**src/include/pmt_pkg.sv**
```systemverilog
// package of constants for the period match timer
//
// Contract
// - count climbs from zero per tick; after matching period it returns to zero
// - period register is read/write and resets to all ones
// - prescaler bits 1:0: 00 divide 1, 01 divide 4, 1x divide 16
// - postscaler bits 6:3 divide matches by code plus one
// - each completed postscale count sets the latched match flag
// - count write, control write or reset clears prescaler and postscaler
// - control write leaves the count value unchanged
// - count register is read/write and resets to zero
// - control bit 2 runs the timer; zero stops it
// - control bit 7 reads zero; other control bits reset to zero
// - raw match pulse before postscaler is offered to the serial port
// - count and match are offered as the pwm time base
`default_nettype none
package pmt_pkg;
    // register byte offsets
    localparam logic [4:0] ADDR_COUNT   = 5'h00;
    localparam logic [4:0] ADDR_CONTROL = 5'h04;
    localparam logic [4:0] ADDR_PERIOD  = 5'h08;
    localparam logic [4:0] ADDR_STATUS  = 5'h0c;
    localparam logic [4:0] ADDR_MASK    = 5'h10;
    // control field positions
    localparam int CTL_PRE_LSB  = 0;
    localparam int CTL_RUN_BIT  = 2;
    localparam int CTL_POST_LSB = 3;
    localparam int CTL_POST_MSB = 6;
    // reset values
    localparam logic [7:0] COUNT_RST   = 8'h00;
    localparam logic [6:0] CONTROL_RST = 7'h00;
    localparam logic [7:0] PERIOD_RST  = 8'hff;
    localparam logic [3:0] PRE_RST     = 4'h0;
    localparam logic [3:0] POST_RST    = 4'h0;
    localparam logic       FLAG_RST    = 1'b0;
    localparam logic       MASK_RST    = 1'b0;
    // prescale terminal counts
    localparam logic [3:0] PRE_TC_1  = 4'h0;
    localparam logic [3:0] PRE_TC_4  = 4'h3;
    localparam logic [3:0] PRE_TC_16 = 4'hf;
    // axi responses
    localparam logic [1:0] RESP_OKAY   = 2'h0;
    localparam logic [1:0] RESP_SLVERR = 2'h2;
endpackage : pmt_pkg
`default_nettype wire

```
**src/rtl/pmt_prescale.sv**
```systemverilog
// input prescaler producing one-cycle tick enables
`timescale 1ns/100ps
`default_nettype none
module pmt_prescale (
    // clock and reset
    input  wire logic       clk_i,
    input  wire logic       rstn_i,
    // control
    input  wire logic       run_i,
    input  wire logic       clear_i,
    input  wire logic [1:0] sel_i,
    // tick out
    output logic            tick_o
);
    logic [3:0] cnt_r;
    logic [3:0] cnt_nxt;
    logic [3:0] tc;
    always_comb begin
        // 1x selects sixteen regardless of bit 0
        if (sel_i[1]) begin
            tc = pmt_pkg::PRE_TC_16;
        end else if (sel_i[0]) begin
            tc = pmt_pkg::PRE_TC_4;
        end else begin
            tc = pmt_pkg::PRE_TC_1;
        end
        tick_o  = run_i && !clear_i && (cnt_r >= tc);
        cnt_nxt = cnt_r;
        if (clear_i) begin
            cnt_nxt = 4'h0;
        end else if (run_i) begin
            cnt_nxt = (cnt_r >= tc) ? 4'h0 : cnt_r + 4'h1;
        end
    end
    always_ff @(posedge clk_i or negedge rstn_i) begin
        if (!rstn_i) begin
            cnt_r <= pmt_pkg::PRE_RST;
        end else begin
            cnt_r <= cnt_nxt;
        end
    end
endmodule // pmt_prescale
`default_nettype wire

```
**src/rtl/pmt_timer.sv**
```systemverilog
// period match timer with axi4-lite register slave
`timescale 1ns/100ps
`default_nettype none
module pmt_timer (
    // clock and reset
    input  wire logic        clk_i,
    input  wire logic        rstn_i,
    // axi write address
    input  wire logic        s_axi_awvalid_i,
    output logic             s_axi_awready_o,
    input  wire logic [31:0] s_axi_awaddr_i,
    // axi write data
    input  wire logic        s_axi_wvalid_i,
    output logic             s_axi_wready_o,
    input  wire logic [31:0] s_axi_wdata_i,
    input  wire logic [3:0]  s_axi_wstrb_i,
    // axi write response
    output logic             s_axi_bvalid_o,
    input  wire logic        s_axi_bready_i,
    output logic [1:0]       s_axi_bresp_o,
    // axi read address
    input  wire logic        s_axi_arvalid_i,
    output logic             s_axi_arready_o,
    input  wire logic [31:0] s_axi_araddr_i,
    // axi read data
    output logic             s_axi_rvalid_o,
    input  wire logic        s_axi_rready_i,
    output logic [31:0]      s_axi_rdata_o,
    output logic [1:0]       s_axi_rresp_o,
    // time base outputs
    output logic [7:0]       count_o,
    output logic             match_o,
    // interrupt
    output logic             irq_o
);
    ////////////////////////////////////////////////////////////////////////////
    // write channel capture
    logic        aw_full_r, aw_full_nxt;
    logic        w_full_r, w_full_nxt;
    logic [4:0]  aw_addr_r, aw_addr_nxt;
    logic [31:0] w_data_r, w_data_nxt;
    logic        w_strb0_r, w_strb0_nxt;
    logic        b_valid_r, b_valid_nxt;
    logic [1:0]  b_resp_r, b_resp_nxt;
    logic        ar_valid_r, ar_valid_nxt;
    logic [31:0] r_data_r, r_data_nxt;
    logic [1:0]  r_resp_r, r_resp_nxt;
    logic        wr_go;
    logic        wr_hit;
    logic        wr_count, wr_control, wr_period, wr_status, wr_mask;

    // register state
    logic [7:0]  count_r, count_nxt;
    logic [6:0]  control_r, control_nxt;
    logic [7:0]  period_r, period_nxt;
    logic [3:0]  post_r, post_nxt;
    logic        flag_r, flag_nxt;
    logic        mask_r, mask_nxt;
    logic        match_r, match_nxt;
    logic        tick;
    logic        pre_clear;
    logic        raw_match;
    logic        run_enable;
    logic [1:0]  input_divider_select;
    logic [3:0]  output_divider_select;

    function automatic logic known_addr(input logic [4:0] a);
        known_addr = (a == pmt_pkg::ADDR_COUNT) || (a == pmt_pkg::ADDR_CONTROL) ||
                     (a == pmt_pkg::ADDR_PERIOD) || (a == pmt_pkg::ADDR_STATUS) ||
                     (a == pmt_pkg::ADDR_MASK);
    endfunction

    ////////////////////////////////////////////////////////////////////////////
    // bus handshakes
    assign s_axi_awready_o = !aw_full_r && !b_valid_r;
    assign s_axi_wready_o  = !w_full_r && !b_valid_r;
    assign s_axi_arready_o = !ar_valid_r;
    assign s_axi_bvalid_o  = b_valid_r;
    assign s_axi_bresp_o   = b_resp_r;
    assign s_axi_rvalid_o  = ar_valid_r;
    assign s_axi_rdata_o   = r_data_r;
    assign s_axi_rresp_o   = r_resp_r;

    assign wr_go      = aw_full_r && w_full_r && !b_valid_r;
    // upper address bits must be zero too, else the write is refused
    assign wr_hit     = wr_go && known_addr(aw_addr_r) && w_strb0_r;
    assign wr_count   = wr_hit && (aw_addr_r == pmt_pkg::ADDR_COUNT);
    assign wr_control = wr_hit && (aw_addr_r == pmt_pkg::ADDR_CONTROL);
    assign wr_period  = wr_hit && (aw_addr_r == pmt_pkg::ADDR_PERIOD);
    assign wr_status  = wr_hit && (aw_addr_r == pmt_pkg::ADDR_STATUS);
    assign wr_mask    = wr_hit && (aw_addr_r == pmt_pkg::ADDR_MASK);

    // address and data may arrive in either order
    always_comb begin
        aw_full_nxt = aw_full_r;
        aw_addr_nxt = aw_addr_r;
        w_full_nxt  = w_full_r;
        w_data_nxt  = w_data_r;
        w_strb0_nxt = w_strb0_r;
        b_valid_nxt = b_valid_r;
        b_resp_nxt  = b_resp_r;
        if (s_axi_awvalid_i && s_axi_awready_o) begin
            aw_full_nxt = 1'b1;
            aw_addr_nxt = (s_axi_awaddr_i[31:5] == 27'h0) ? s_axi_awaddr_i[4:0] : 5'h1f;
        end
        if (s_axi_wvalid_i && s_axi_wready_o) begin
            w_full_nxt  = 1'b1;
            w_data_nxt  = s_axi_wdata_i;
            w_strb0_nxt = s_axi_wstrb_i[0];
        end
        if (wr_go) begin
            aw_full_nxt = 1'b0;
            w_full_nxt  = 1'b0;
            b_valid_nxt = 1'b1;
            // a write with lane 0 off is accepted and does nothing
            b_resp_nxt  = known_addr(aw_addr_r) ? pmt_pkg::RESP_OKAY : pmt_pkg::RESP_SLVERR;
        end else if (b_valid_r && s_axi_bready_i) begin
            b_valid_nxt = 1'b0;
        end
    end

    ////////////////////////////////////////////////////////////////////////////
    // read channel
    always_comb begin
        ar_valid_nxt = ar_valid_r;
        r_data_nxt   = r_data_r;
        r_resp_nxt   = r_resp_r;
        if (s_axi_arvalid_i && s_axi_arready_o) begin
            ar_valid_nxt = 1'b1;
            r_resp_nxt   = pmt_pkg::RESP_OKAY;
            r_data_nxt   = 32'h0;
            if (s_axi_araddr_i[31:5] != 27'h0) begin
                r_resp_nxt = pmt_pkg::RESP_SLVERR;
            end else begin
                case (s_axi_araddr_i[4:0])
                    pmt_pkg::ADDR_COUNT:   r_data_nxt = {24'h0, count_r};
                    pmt_pkg::ADDR_CONTROL: r_data_nxt = {25'h0, control_r};
                    pmt_pkg::ADDR_PERIOD:  r_data_nxt = {24'h0, period_r};
                    pmt_pkg::ADDR_STATUS:  r_data_nxt = {31'h0, flag_r};
                    pmt_pkg::ADDR_MASK:    r_data_nxt = {31'h0, mask_r};
                    default:               r_resp_nxt = pmt_pkg::RESP_SLVERR;
                endcase
            end
        end else if (ar_valid_r && s_axi_rready_i) begin
            ar_valid_nxt = 1'b0;
        end
    end

    always_ff @(posedge clk_i or negedge rstn_i) begin
        if (!rstn_i) begin
            aw_full_r  <= 1'b0;
            aw_addr_r  <= 5'h00;
            w_full_r   <= 1'b0;
            w_data_r   <= 32'h0;
            w_strb0_r  <= 1'b0;
            b_valid_r  <= 1'b0;
            b_resp_r   <= 2'h0;
        end else begin
            aw_full_r  <= aw_full_nxt;
            aw_addr_r  <= aw_addr_nxt;
            w_full_r   <= w_full_nxt;
            w_data_r   <= w_data_nxt;
            w_strb0_r  <= w_strb0_nxt;
            b_valid_r  <= b_valid_nxt;
            b_resp_r   <= b_resp_nxt;
        end
    end

    // read side kept apart so a read never waits on a write
    always_ff @(posedge clk_i or negedge rstn_i) begin
        if (!rstn_i) begin
            ar_valid_r <= 1'b0;
            r_data_r   <= 32'h0;
            r_resp_r   <= 2'h0;
        end else begin
            ar_valid_r <= ar_valid_nxt;
            r_data_r   <= r_data_nxt;
            r_resp_r   <= r_resp_nxt;
        end
    end

    ////////////////////////////////////////////////////////////////////////////
    // timer core
    assign pre_clear = wr_count || wr_control;

    // control fields under their own names
    assign run_enable            = control_r[pmt_pkg::CTL_RUN_BIT];
    assign input_divider_select  = control_r[pmt_pkg::CTL_PRE_LSB +: 2];
    assign output_divider_select = control_r[pmt_pkg::CTL_POST_MSB:pmt_pkg::CTL_POST_LSB];

    pmt_prescale u_pre (
        .clk_i   (clk_i),
        .rstn_i  (rstn_i),
        .run_i   (run_enable),
        .clear_i (pre_clear),
        .sel_i   (input_divider_select),
        .tick_o  (tick)
    );

    assign raw_match = tick && (count_r == period_r);

    ////////////////////////////////////////////////////////////////////////////
    // software settings: control, period and mask
    always_comb begin
        control_nxt = control_r;
        period_nxt  = period_r;
        mask_nxt    = mask_r;
        if (wr_control) begin
            // a new divider code only takes effect through the clear of this write
            control_nxt = w_data_r[6:0];
        end
        if (wr_period) begin
            period_nxt = w_data_r[7:0];
        end
        if (wr_mask) begin
            mask_nxt = w_data_r[0];
        end
    end

    always_ff @(posedge clk_i or negedge rstn_i) begin
        if (!rstn_i) begin
            control_r <= pmt_pkg::CONTROL_RST;
            period_r  <= pmt_pkg::PERIOD_RST;
            mask_r    <= pmt_pkg::MASK_RST;
        end else begin
            control_r <= control_nxt;
            period_r  <= period_nxt;
            mask_r    <= mask_nxt;
        end
    end

    ////////////////////////////////////////////////////////////////////////////
    // count and raw match
    always_comb begin
        count_nxt = count_r;
        // match is registered so it lines up with the wrapped count
        match_nxt = raw_match;
        if (tick) begin
            // compare and wrap share the tick so the match lasts one tick
            count_nxt = (count_r == period_r) ? 8'h00 : count_r + 8'h01;
        end
        if (wr_count) begin
            count_nxt = w_data_r[7:0];
        end
    end

    always_ff @(posedge clk_i or negedge rstn_i) begin
        if (!rstn_i) begin
            count_r <= pmt_pkg::COUNT_RST;
            match_r <= 1'b0;
        end else begin
            count_r <= count_nxt;
            match_r <= match_nxt;
        end
    end

    ////////////////////////////////////////////////////////////////////////////
    // postscaler and sticky flag
    always_comb begin
        post_nxt = post_r;
        flag_nxt = flag_r;
        if (wr_status && w_data_r[0]) begin
            flag_nxt = 1'b0;
        end
        if (pre_clear) begin
            post_nxt = pmt_pkg::POST_RST;
        end else if (raw_match) begin
            if (post_r == output_divider_select) begin
                post_nxt = pmt_pkg::POST_RST;
                // set beats a clear of the same cycle so no event is lost
                flag_nxt = 1'b1;
            end else begin
                post_nxt = post_r + 4'h1;
            end
        end
    end

    always_ff @(posedge clk_i or negedge rstn_i) begin
        if (!rstn_i) begin
            post_r <= pmt_pkg::POST_RST;
            flag_r <= pmt_pkg::FLAG_RST;
        end else begin
            post_r <= post_nxt;
            flag_r <= flag_nxt;
        end
    end

    ////////////////////////////////////////////////////////////////////////////
    // outputs
    assign count_o = count_r;
    assign match_o = match_r;
    // level output: high while the flag is set and not masked off
    assign irq_o   = flag_r && mask_r;
endmodule // pmt_timer
`default_nettype wire

```
**config.mk**
```make
export PLATFORM = sky130hd
export DESIGN_NAME = pmt_timer
export DESIGN_NICKNAME = d
export VERILOG_FILES = /design/src/include/pmt_pkg.sv /design/src/rtl/pmt_prescale.sv /design/src/rtl/pmt_timer.sv
export SDC_FILE = /design/constraint.sdc
export NUM_CORES = 1
export LEC_CHECK = 0
export ABC_AREA = 1
export ABC_CLOCK_PERIOD_IN_PS = 2200
export BUFFER_PORTS_ARGS = -buffer_cell sky130_fd_sc_hd__buf_2
export CORE_ASPECT_RATIO = 1.1
export CORE_MARGIN = 2
export CORE_UTILIZATION = 40
export CTS_CLUSTER_DIAMETER = 150
export DETAILED_ROUTE_END_ITERATION = 12
export GPL_ROUTABILITY_DRIVEN = 0
export PLACE_DENSITY = 0.68
export SYNTH_ARGS = -nofsm -noshare
export SYNTH_HDL_FRONTEND = slang
export SYNTH_HIERARCHICAL = 1
export SYNTH_SLANG_ARGS = --single-unit
```
**constraint.sdc**
```tcl
create_clock -name clk_i -period 2.2 [get_ports clk_i]
set_input_delay 0.11 -clock clk_i [delete_from_list [all_inputs] [get_ports clk_i]]
set_output_delay 0.11 -clock clk_i [all_outputs]
set_load 0.05 [all_outputs]
```
**Word level (Yosys, flattened, before mapping)**

Index checks and enable logic that the tools add are counted.

- Register bits: 88
- Output and inout port bits: 51

- Add/subtract/negate cells: 3
- Eq/ne operators: 10
- Reduce and logical (&&, ||, !) cells: 43
- Muxes and demuxes: 29
- Order comparisons: 1

Operators by type and width:

| kind | number |
|---|---|
| one-hot mux 8 bit (5 select lines) | 1 |
| two-way mux 8 bit | 4 |
| two-way mux 4 bit | 7 |
| logical NOT 27 bit | 1 |
| nonzero test 27 bit | 1 |
| logical AND 1 bit | 21 |
| equality test 5 x 4 -> 1 bit, second input constant | 4 |
| nonzero test 2 bit | 7 |
| two-way mux 1 bit | 12 |
| equality test 5 x 3 -> 1 bit, second input constant | 2 |
| equality test 5 bit, second input constant | 2 |
| logical NOT 5 bit | 2 |
| adder 4 x 1 -> 4 bit, second input constant | 2 |
| adder 8 x 1 -> 8 bit, second input constant | 1 |
| equality test 8 bit | 1 |
| two-way mux 2 bit | 4 |
| logical NOT 1 bit | 5 |
| logical OR 1 bit | 5 |
| two-way mux 5 bit | 1 |
| OR reduction 5 bit | 1 |
| equality test 4 bit | 1 |
| greater-or-equal comparator 4 bit | 1 |

**Depth between registers and ports, before layout**

Gate-level depths: netlist of the first run.

- Depth in word-level cells: 15
- Gate-level depth with buffers: 16
- Mapped depth without buffers: 15

**By module**

Netlist of the first run, hierarchy kept.

By module, submodules not included:

| module | sequential area each (um^2) | area each (um^2) | instances | cells an instance |
|---|---|---|---|---|
| pmt_timer | 1,461.4 | 3,711.1 | 1 | 537 |
| pmt_prescale | 100.1 | 342.8 | 1 | 48 |

**Least setup slack after synthesis of the first run**

OpenSTA, ideal clock, no wires.

- Path kind: register to register
- Start: register b_valid_r, in the netlist s_axi_bvalid_o
- End: register w_data_r[0]
- Arrival time: 2.133 ns
- Required time: 2.123 ns
- Buffers on the path: 1
- Stages on the path, launching flop included: 5
- Library setup time: 0.077 ns
- Clock period less this slack: 2.211 ns
- Path slack: -0.011 ns
- Path through: dfrtp_1 nor2_1 nand2_1 buf_2 a21oi_1

- Cells in the longest elaborated chain, start to end: 3

RTL lines:

| what | line | RTL |
|---|---|---|
| from (decl) | pmt_timer.sv:43 | `logic b_valid_r, b_valid_nxt;` |
| from (signal assigned) | pmt_timer.sv:164 | `b_valid_r <= b_valid_nxt;` |
| logical NOT 1 bit | pmt_timer.sv:76 | `assign s_axi_wready_o = !w_full_r && !b_valid_r;` |
| logical AND 1 bit | pmt_timer.sv:76 |  |
| net s_axi_wready_o | pmt_timer.sv:14 | `output logic s_axi_wready_o,` |
| logical AND 1 bit | pmt_timer.sv:106 | `if (s_axi_wvalid_i && s_axi_wready_o) begin` |
| to (signal assigned) | pmt_timer.sv:162 | `w_data_r <= w_data_nxt;` |
| to (decl) | pmt_timer.sv:41 | `logic [31:0] w_data_r, w_data_nxt;` |

The timed path passes the listed nets, and every way through them passes these cells.
A chain may end at the register's enable or synchronous reset.

**Final worst setup path of the first run**

- Start: register aw_addr_r[1]
- End: register post_r[1]

- Cells in the longest elaborated chain, start to end: 14
- Elaborated cells on any way between the ends: 20
- Those cells by class: eq/ne: 4; mux: 1; reduce/logical: 15

RTL lines:

| what | line | RTL |
|---|---|---|
| from (decl) | pmt_timer.sv:40 | `logic [4:0] aw_addr_r, aw_addr_nxt;` |
| from (signal assigned) | pmt_timer.sv:160 | `aw_addr_r <= aw_addr_nxt;` |
| equality test 5 x 3 -> 1 bit or logical NOT 5 bit (tied branches) | pmt_timer.sv:68, pmt_timer.sv:88, pmt_timer.sv:87 |  |
| logical OR 1 bit (2 in a row) | pmt_timer.sv:68 | `known_addr = (a == pmt_pkg::ADDR_COUNT) \|\| (a == pmt_pkg::ADDR_CONTROL) \|\|` |
| logical OR 1 bit (2 in a row) | pmt_timer.sv:69 | `(a == pmt_pkg::ADDR_PERIOD) \|\| (a == pmt_pkg::ADDR_STATUS) \|\|` |
| logical AND 1 bit (2 in a row) | pmt_timer.sv:86 | `assign wr_hit = wr_go && known_addr(aw_addr_r) && w_strb0_r;` |
| logical AND 1 bit, on equally long branches | pmt_timer.sv:87, pmt_timer.sv:88 |  |
| logical OR 1 bit * | pmt_timer.sv:184 | `assign pre_clear = wr_count \|\| wr_control;` |
| net pre_clear | pmt_timer.sv:61 | `logic pre_clear;` |
| logical NOT 1 bit * | pmt_prescale.sv:27 | `tick_o = run_i && !clear_i && (cnt_r >= tc);` |
| logical AND 1 bit * (2 in a row) | pmt_prescale.sv:27 |  |
| net tick | pmt_timer.sv:60 | `logic tick;` |
| logical AND 1 bit * | pmt_timer.sv:200 | `assign raw_match = tick && (count_r == period_r);` |
| nonzero test 2 bit (no line) * | -- |  |
| to (signal assigned) | pmt_timer.sv:280 | `post_r <= pmt_pkg::POST_RST;` |
| to (signal assigned) | pmt_timer.sv:283 | `post_r <= post_nxt;` |
| to (decl) | pmt_timer.sv:56 | `logic [3:0] post_r, post_nxt;` |

The timed path passes the listed nets; every way through them passes the cells marked *.

==> flow_summary_export.csv, run 1 <==
group,metric,value,unit
timing,fin_tns_setup,0,ns
detailed_routing,wl_per_cell,11.6,um
clock_tree,cts_buffers,9,
timing,period_share,88.7,%
clock_tree,cts.sinks,62,
detailed_routing,met3_length,642,um
clock_tree,path_clk_slew,0.07,ns
finish,drive_gt1_share,22.9,%
power_and_ir_drop,power_frac_clock,21.7,%
timing,timing.final.hold_violations,0,
finish,nFillCells,1013,
synthesis,synth.avg_cell_area,6.93,um2
timing,period_needed,1.95,ns
synthesis,ys_ff_latch,62,
min_path,hp-class,"primary input to register",
synthesis,synth_top_area_share,33.3,%
power_and_ir_drop,pwr-share-comb,38.7,%
clock_tree,cts_setup_buffers,0,
timing,fin_skew,0.00599,ns
detailed_routing,routed-via-count,3913,
global_route,track_usage,18.2,%
floorplanning,die-area,11000,um2
timing,worstMarginPinSlew,0.630,ns
global_route,grt_pass1_vias,3669,
detailed_routing,drtPass1Iterations,4,
clock_tree,clk_latency,0.35,ns
timing,slew_viol_final,0,
floorplanning,coreArea,9890,um2
detailed_routing,met2_length,4700,um
clock_tree,cts_max_path_buffers,2,
global_route,grt_max_degree,42,
finish,diodes,0,
synthesis,synth_edf_count,0,
global_route,grt_first_pass_wirelength,16000,um
run_status,status,"finished, final reports clean",
global_route,gr-total-overflow,0,
clock_tree,cts_htree_levels,3,
setup_path,endpoint_kind,"register",
finish,multiInputGateArea,2030,um2
detailed_routing,viasPerCell,4.75,
floorplanning,row_count,38,
setup_path,setup.worst_path.class,"register to register",
power_and_ir_drop,p_int,2.24,mW
detailed_routing,drtIter0Drc,134,
power_and_ir_drop,power_leakage,2.68,nW
global_route,antenna_found_initial,0,
power_and_ir_drop,peakVddDrop,0.668,mV
setup_path,cp_max_fo,8,
timing,timing.fmax,512,MHz
synthesis,syn-cell-area,4050,um2
detailed_routing,top_layer_used,"met4",
power_and_ir_drop,swShare,45.4,%
synthesis,synthArstFlopShare,100,%
power_and_ir_drop,p_switching,1.86,mW
setup_path,required,2.44,ns
timing,rsz0062_at_grt,"no",
finish,syn2layout_area_growth,19.1,%
floorplanning,die_height,110,um
setup_path,startpoint_type,"register",
floorplanning,die_w,100,um
finish,nNetsFinal,813,
job,cap_violations,0,
clock_tree,root_buffer,"clkbuf_8",
synthesis,ys_seq_area_share,38.5,%
power_and_ir_drop,power,4.10,mW
detailed_routing,drcViolationCount,0,
clock_tree,cts_tree,"yes",
place,io_buffers,104,
timing,setup_viol,0,
power_and_ir_drop,p_per_area,849,nW/um2
detailed_routing,ant_nets,0,
place,dp_hpwl,7500,um
synthesis,synth_warnings,6,
floorplanning,boundaryPins,158,
synthesis,netlist_top_cells_area,"dfrtp_1 (33%), nand2_1 (18%), inv_1 (7.6%), nor2_1 (7.5%), dfstp_2 (5.2%)",
synthesis,synth_cell_types,35,
power_and_ir_drop,seqPwrFrac,39.6,%
timing,slew_headroom,57.9,%
floorplanning,start_util,41.0,%
detailed_routing,drt_wl_total,9560,um
synthesis,synth_cells,585,
setup_path,cp_data_arrival_time,2.19,ns
detailed_routing,drt-met1-wl,4080,um
finish,ff_latch_area,1560,um2
synthesis,synth_ff_type,"dfrtp_1",
synthesis,synth_top_cell_by_area,"dfrtp_1",
## critical path: stages (launching register included)
cell	delay, ns
dfrtp_1	0.44
nor2_8	0.19
nand2_1	0.11
nor2_4	0.15
inv_1	0.07
a21oi_2	0.20
nor2_2	0.10
nand2_1	0.08
inv_1	0.11
nand3_2	0.17
nand2_2	0.09
nand2_1	0.08
nand2_1	0.05
## synthesized netlist by cell type, types with 2 or more instances
cell type  instances
ha_1               7
nor2_1            81
nand3_1           31
nor2_4             3
nor2_2             5
buf_2              5
o21ai_2           10
nand3_2            2
inv_1             82
o21bai_1           4
buf_4             26
dfrtp_1           54
a21oi_1           17
nor3_1             3
o21ai_1            7
dfstp_2            8
nand2_1          194
xor2_1             6
o21ai_0            4
buf_6              2
nand4_1           18
nand2_2            3
## power groups by stage
stage / clock network, mW / registers (mW) / logic (mW)
floorplan: 0 / 1.81 / 1.01
global placement: 0 / 1.63 / 1.56
finish: 0.888 / 1.62 / 1.59
CTS: 0.907 / 1.62 / 1.59
detailed placement: 0 / 1.64 / 1.58
global route: 0.968 / 1.65 / 1.77
## cells in the final DEF (no fill, tap or decap), types with 2 or more instances in the layout
| master | instances |
|---|---|
| a21oi_1 | 17 |
| buf_2 | 104 |
| buf_4 | 4 |
| clkbuf_1 | 4 |
| clkbuf_8 | 11 |
| conb_1 | 26 |
| dfrtp_1 | 54 |
| dfstp_2 | 8 |
| dlygate4sd3_1 | 3 |
| ha_1 | 7 |
| inv_1 | 81 |
| inv_2 | 2 |
| nand2_1 | 194 |
| nand2_2 | 3 |
| nand3_1 | 31 |
| nand3_2 | 2 |
| nand4_1 | 18 |
| nor2_1 | 79 |
| nor2_2 | 7 |
| nor2_4 | 3 |
| nor3_1 | 3 |
| o21ai_0 | 4 |
| o21ai_1 | 7 |
| o21ai_2 | 10 |
| o21bai_1 | 4 |
| xor2_1 | 6 |
## routing by layer
layer | global-route usage [%] | vias up
li1 | - | 1985
met5 | 0 | -
met2 | 32.6 | 144
met3 | 3.18 | 16
met1 | 22.0 | 1768
met4 | 6.26 | 0
## logic make-up after synthesis
kind of cell | Yosys count | share of synthesized area (%)
AO/OA/AOI/OAI | 44 | 6.79
XOR/XNOR | 7 | 1.51
adder cells (fa/ha/maj) | 7 | 2.16
buffers and inverters | 117 | 13.8
flip-flops | 62 | 38.5
multiplexers | 1 | 0.247
other | 1 | 0.0925
AND/OR/NAND/NOR | 346 | 36.9
## through the flow
stage	hold WS, ns	utilization [%]	worst slack (ns)	cells	instance area (um2)
3_5_place_dp	0.113	46.8	0.209	805	4620
2_1_floorplan	-0.186	-	0.0950	610	4150
3_3_place_gp	0.107	46.8	0.260	805	4620
5_1_grt	0.0161	48.8	0.0169	824	4830
6_report	0.0139	48.8	0.248	824	4830
4_1_cts	0.00554	48.8	0.191	824	4830
## area by class of cell
class | count | share of cell area, %
inverter | 83 | 6.45
clock buffer | 15 | 3.45
timing repair buffer | 112 | 12.4
tap | 120 | 3.11
multi-input combinational | 431 | 42.1
sequential | 62 | 32.3
clock inverter | 1 | 0.104
## path summary, 6_finish.rpt
| kind | cells after the start | from | endpoint | slack (ns) |
|---|---|---|---|---|
| setup / recovery | 12 | aw_addr_r[1] | post_r[1] | 0.25 |
| hold / removal | 3 | s_axi_wstrb_i[0] | w_strb0_r | 0.01 |
| setup reg to reg | 12 | aw_addr_r[1] | post_r[1] | 0.25 |
| hold reg to reg | 2 | s_axi_rdata_o[6] | s_axi_rdata_o[6] | 0.48 |
| max in group asynchronous | 3 | rstn_i | period_r[1] | 1.29 |
| min in group asynchronous | 2 | rstn_i | w_data_r[7] | 0.27 |
## timing repair
| action | CTS | global route |
|---|---|---|
| resized for setup | 0 | 2 |
| endpoints found under the setup margin | 0 | 8 |
| hold buffers | 3 | 0 |
| endpoints found under the hold margin | 20 | 0 |
## flip-flops by register name, indices dropped and copies added, names as in the netlist
| register | flops |
|---|---|
| count_o | 8 |
| period_r | 8 |
| s_axi_rdata_o | 8 |
| w_data_r | 8 |
| control_r | 7 |
| aw_addr_r | 5 |
| post_r | 4 |
| u_pre/cnt_r | 4 |
| aw_full_r | 1 |
| flag_r | 1 |
| mask_r | 1 |
| match_o | 1 |
| s_axi_bresp_o | 1 |
| s_axi_bvalid_o | 1 |
| s_axi_rresp_o | 1 |
| s_axi_rvalid_o | 1 |
| w_full_r | 1 |
| w_strb0_r | 1 |
No activity file was read; power rests on OpenSTA's default activity.
==> run 2, diff against run 1 <==
- CORE_UTILIZATION: 40 -> 50
- PLACE_DENSITY: 0.68 -> 0.82
==> run 2 against run 1 <==
Against the previous run:
- setup slack got worse by 0.012 ns
- critical endpoint is now post_r[0]
- critical path depth unchanged
- first-iteration DRC count increased by 59%
- fmax decreased by 0.63%
- wire length decreased by 1.7%
==> flow_summary_export.csv, run 2 (synthesized netlist as in run 1, its figures left out) <==
group,metric,value,unit
finish,syn2layout_area_growth,19.0,%
detailed_routing,drcViolationCount,0,
floorplanning,start_util,51.5,%
finish,final_cell_mix,"nand2_1 (194), buf_2 (104), inv_1 (81), nor2_1 (80), dfrtp_1 (54)",
clock_tree,root_buffer,"clkbuf_8",
setup_path,rrSetupSlack,0.24,ns
global_route,gr-total-overflow,0,
power_and_ir_drop,peakVddDrop,0.658,mV
timing,slew_headroom,48.2,%
finish,nNetsFinal,812,
detailed_routing,drt-met1-wl,3850,um
clock_tree,cts_tree,"yes",
place,dp_hpwl,7190,um
finish,design_area,4820,um2
clock_tree,cts_buffers,9,
clock_tree,path_clk_slew,0.07,ns
floorplanning,row_count,34,
floorplanning,coreArea,7870,um2
detailed_routing,wl_per_cell,11.6,um
detailed_routing,drt_wl_total,9400,um
timing,rsz0062_at_grt,"no",
global_route,track_usage,22.2,%
power_and_ir_drop,p_per_area,872,nW/um2
timing,holdWs,0.0110,ns
clock_tree,cts.sinks,62,
timing,slew_viol_final,0,
setup_path,startpoint_type,"register",
min_path,hp-class,"primary input to register",
setup_path,endpoint_kind,"register",
power_and_ir_drop,power_leakage,2.69,nW
floorplanning,boundaryPins,158,
timing,worstMarginPinSlew,0.778,ns
detailed_routing,top_layer_used,"met4",
detailed_routing,routed-via-count,3935,
floorplanning,die_w,89.9,um
detailed_routing,drtPass1Iterations,4,
finish,drive_gt1_share,22.9,%
timing,timing.fmax,509,MHz
clock_tree,cts_max_path_buffers,2,
floorplanning,die_height,98.4,um
global_route,antenna_found_initial,0,
global_route,grt_pass1_vias,3752,
detailed_routing,viasPerCell,4.85,
run_status,status,"finished, final reports clean",
setup_path,required,2.43,ns
timing,period_share,89.3,%
detailed_routing,drtIter0Drc,213,
setup_path,setup.worst_path.class,"register to register",
setup_path,cp_data_arrival_time,2.19,ns
finish,final_common_cell,"nand2_1",
place,io_buffers,104,
finish,diodes,0,
timing,fin_skew,0.00466,ns
global_route,grt_max_degree,63,
timing,timing.final.hold_violations,0,
place,dpl-instance-area,4580,um2
finish,post-route-util,61.3,%
global_route,grt_first_pass_wirelength,16100,um
detailed_routing,met3_length,763,um
min_path,hold_path_depth,3,
timing,setup_viol,0,
timing,fin_tns_setup,0,ns
setup_path,cp_max_fo,6,
detailed_routing,met2_length,4610,um
timing,period_needed,1.96,ns
clock_tree,cts_setup_buffers,0,
job,cap_violations,0,
clock_tree,clk_latency,0.34,ns
clock_tree,cts_htree_levels,3,
floorplanning,die-area,8840,um2
detailed_routing,ant_nets,0,
setup_path,rr_worst_depth,12,
-- run 2: changes by cell type in the layout (fill, tap and decap cells not counted) --
| cell | previous run | this run |
|---|---|---|
| buf_4 | 4 | 3 |
| nor2_1 | 79 | 80 |
| clkinv_2 | 1 | 3 |
| dlygate4sd3_1 | 3 | 4 |
| nor2_2 | 7 | 6 |
| bufinv_16 | 0 | 1 |
| buf_12 | 1 | 0 |
| clkbuf_1 | 4 | 1 |
-- run 2: timing repair --
action,CTS,global route
resized for setup,0,1
hold endpoints to repair,57,0
endpoints found under the setup margin,0,1
hold buffers,4,0
-- run 2: per-stage QoR --
step | power (mW) | setup WS [ns] | cells
after floorplan | 2.82 | 0.0950 | 610
after global placement | 3.16 | 0.301 | 791
after detailed placement | 3.21 | 0.228 | 791
after CTS | 4.23 | 0.210 | 811
after global routing | 4.50 | 0.0553 | 811
final | 4.20 | 0.236 | 811
-- run 2: worst paths after layout --
path | from | endpoint
max in group asynchronous | rstn_i | u_pre/cnt_r[3]
hold reg to reg | s_axi_rdata_o[6] | s_axi_rdata_o[6]
setup reg to reg | aw_addr_r[3] | post_r[0]
min in group asynchronous | rstn_i | w_data_r[2]
setup / recovery | aw_addr_r[3] | post_r[0]
hold / removal | s_axi_wdata_i[4] | w_data_r[4]
-- run 2: where the power goes --
part	leakage, nW	internal [mW]	switching [mW]	total (mW)
Combinational	1.84	0.432	1.15	1.58
Clock	0.106	0.579	0.428	1.01
Sequential	0.747	1.33	0.281	1.61
Total	2.69	2.34	1.86	4.20
-- run 2: final cells by class --
cell class / count / area (um2)
clock buffers: 12 / 155
clock inverters: 4 / 45.0
fillers: 728 / 3050
inverters: 83 / 312
multi-input cells: 431 / 2030
flip-flops and latches: 62 / 1560
well taps: 108 / 135
repair buffers: 111 / 583
-- run 2: per-layer routing --
layer / vias to the layer above / GRT usage (%)
li1: 1995 / -
met1: 1753 / 27.1
met2: 164 / 38.5
met3: 23 / 4.59
met4: 0 / 9.11
met5: - / 0
-- run 2: critical path, stage by stage, from the launching register on --
cell and delay (ns):
dfrtp_1 0.44, nor2_1 0.20, nand2_1 0.12, nor2_4 0.15, inv_1 0.07, a21oi_2 0.20
nor2_2 0.10, nand2_1 0.08, inv_1 0.10, nand3_2 0.16, nand2_2 0.10, nand2_1 0.08
nand2_1 0.05
==> run 3, diff against run 2 <==
- CORE_MARGIN: 2 -> not set
==> run 3 against run 2 <==
Against the previous run:
- die area shrank 4.2%
- fmax decreased by 1.1%
- sequential power barely moved
- largest cell class unchanged
- sequential share of layout area fell by 0.25 points
- final area rose by 0.78%
- sequential cell count stayed put
- hold slack barely moved
- combinational power rose by 3%
- critical endpoint is now count_o[3]
- register-to-register slack got worse by 0.02 ns
- first-iteration DRC count is 23% lower
- setup slack got worse by 0.022 ns
==> flow_summary_export.csv, run 3 (synthesized netlist as in run 1, its figures left out) <==
group,metric,value,unit
floorplanning,die_w,87.9,um
clock_tree,clk_latency,0.35,ns
clock_tree,cts_buffers,9,
setup_path,endpoint_kind,"register",
setup_path,setup.worst_path.class,"register to register",
detailed_routing,drtIter0Drc,164,
floorplanning,start_util,51.5,%
min_path,hp-class,"primary input to register",
floorplanning,die_height,96.4,um
timing,slew_viol_final,0,
clock_tree,cts_tree,"yes",
detailed_routing,drtPass1Iterations,4,
place,io_buffers,104,
timing,rsz0062_at_grt,"no",
finish,drive_gt1_share,23.3,%
place,place_ws,0.216,ns
floorplanning,boundaryPins,158,
setup_path,crit_path_start,"aw_addr_r[3]",
finish,nNetsFinal,813,
detailed_routing,drcViolationCount,0,
timing,fin_tns_setup,0,ns
timing,period_share,90.3,%
setup_path,rrSetupSlack,0.21,ns
power_and_ir_drop,power_leakage,2.71,nW
setup_path,endpoint,"count_o[3]",
setup_path,startpoint_type,"register",
setup_path,crit_path_cell_trace,"nor2_1 -> nand2_1 -> nor2_4 -> inv_1 -> a21oi_2 -> nor2_2 -> nand2_1 -> inv_1 -> inv_2 -> nand3_1 -> nand2_1 -> inv_1 -> nand2_1",
detailed_routing,wl_per_cell,11.6,um
power_and_ir_drop,p_per_area,907,nW/um2
setup_path,path_depth,13,
setup_path,crit_buf_inv,4,
detailed_routing,drt_wl_total,9400,um
finish,syn2layout_area_growth,19.9,%
floorplanning,die-area,8470,um2
timing,setup_viol,0,
global_route,antenna_found_initial,0,
run_status,status,"finished, final reports clean",
detailed_routing,routed-via-count,3947,
place,dp_cells,793,
detailed_routing,ant_nets,0,
setup_path,cp_data_arrival_time,2.28,ns
global_route,grt_first_pass_wirelength,15100,um
setup_path,rr_endpoint,"count_o[3]",
clock_tree,cts_max_path_buffers,2,
place,dpl-instance-area,4600,um2
timing,period_needed,1.99,ns
global_route,grt_max_degree,27,
finish,final_cells,812,
setup_path,worst_path_most_repeated_cell,"nand2_1",
clock_tree,cts_setup_buffers,0,
timing,holdWs,0.0109,ns
clock_tree,cts.sinks,62,
global_route,track_usage,23.4,%
clock_tree,path_clk_slew,0.07,ns
finish,diodes,0,
setup_path,critPathTopFamily,"simple AND/OR/NAND/NOR gates",
finish,post-route-util,61.7,%
detailed_routing,viasPerCell,4.86,
power_and_ir_drop,peakVddDrop,0.708,mV
clock_tree,cts_htree_levels,3,
timing,worstMarginPinSlew,0.543,ns
timing,fin_skew,0.00725,ns
timing,timing.fmax,503,MHz
setup_path,required,2.49,ns
global_route,gr-total-overflow,0,
job,cap_violations,0,
timing,fin_ws,0.213,ns
timing,slew_headroom,63.7,%
place,dp_hpwl,7120,um
power_and_ir_drop,power,4.41,mW
setup_path,rr_worst_depth,13,
finish,design_area,4860,um2
floorplanning,row_count,34,
floorplanning,coreArea,7870,um2
global_route,grt_pass1_vias,3591,
finish,final_cell_mix,"nand2_1 (194), buf_2 (104), inv_1 (81), nor2_1 (80), dfrtp_1 (54)",
finish,final_common_cell,"nand2_1",
setup_path,r2r_start,"aw_addr_r[3]",
setup_path,cpPeakStageDelay,0.44,ns
setup_path,cp_max_fo,8,
setup_path,worst_path_max_delay_cell,"dfrtp_1",
timing,timing.final.hold_violations,0,
clock_tree,root_buffer,"clkbuf_8",
[run 3: changes by cell type in the layout (fill, tap and decap cells not counted)]
cell           change
buf_4              +2
clkinvlp_4         +1
dlygate4sd3_1      -1
clkinv_2           -2
clkbuf_1           -1
bufinv_16          +1
clkinv_4           +1
[run 3: power breakdown]
part	switching, mW	total, mW	leakage [nW]	internal [mW]
sequential	0.298	1.63	0.747	1.33
clock	0.455	1.15	0.116	0.699
combinational	1.19	1.63	1.84	0.434
total	1.95	4.41	2.71	2.46
[run 3: layout make-up]
type	instances	area, um2
fillers	697	3010
multi-input cells	431	2030
flip-flops and latches	62	1560
repair buffers	112	588
inverters	83	312
clock buffers	11	151
well taps	108	135
clock inverters	5	81.3
[run 3: worst min path at each step]
stage	slack, ns	to	cells after the start	start
after floorplan	-0.19	aw_addr_r[0]	0	rstn_i
after global placement	0.07	count_o[1]	1	rstn_i
after detailed placement	0.08	count_o[2]	1	rstn_i
after CTS	0.0003	w_data_r[1]	3	s_axi_wdata_i[1]
after global routing	0.02	w_data_r[2]	3	s_axi_wdata_i[2]
final	0.01	w_data_r[5]	3	s_axi_wdata_i[5]
[run 3: timing repair]
action,4_1_cts,5_1_grt
hold buffers,3,0
setup endpoints to repair,0,4
endpoints found under the hold margin,19,0
resized for setup,0,1
[run 3: metal layers]
| layer | track usage (%) | wire length [um] | vias up |
|---|---|---|---|
| met1 | 25.9 | 4000 | 1755 |
| li1 | - | - | 1994 |
| met5 | 0 | 0 | - |
| met2 | 42.1 | 4510 | 173 |
| met3 | 4.42 | 606 | 25 |
| met4 | 13.0 | 287 | 0 |
[run 3: worst min-delay path, stage by stage]
cell and delay [ns]:
buf_2 0.07, nor2_1 0.03, a21oi_1 0.10
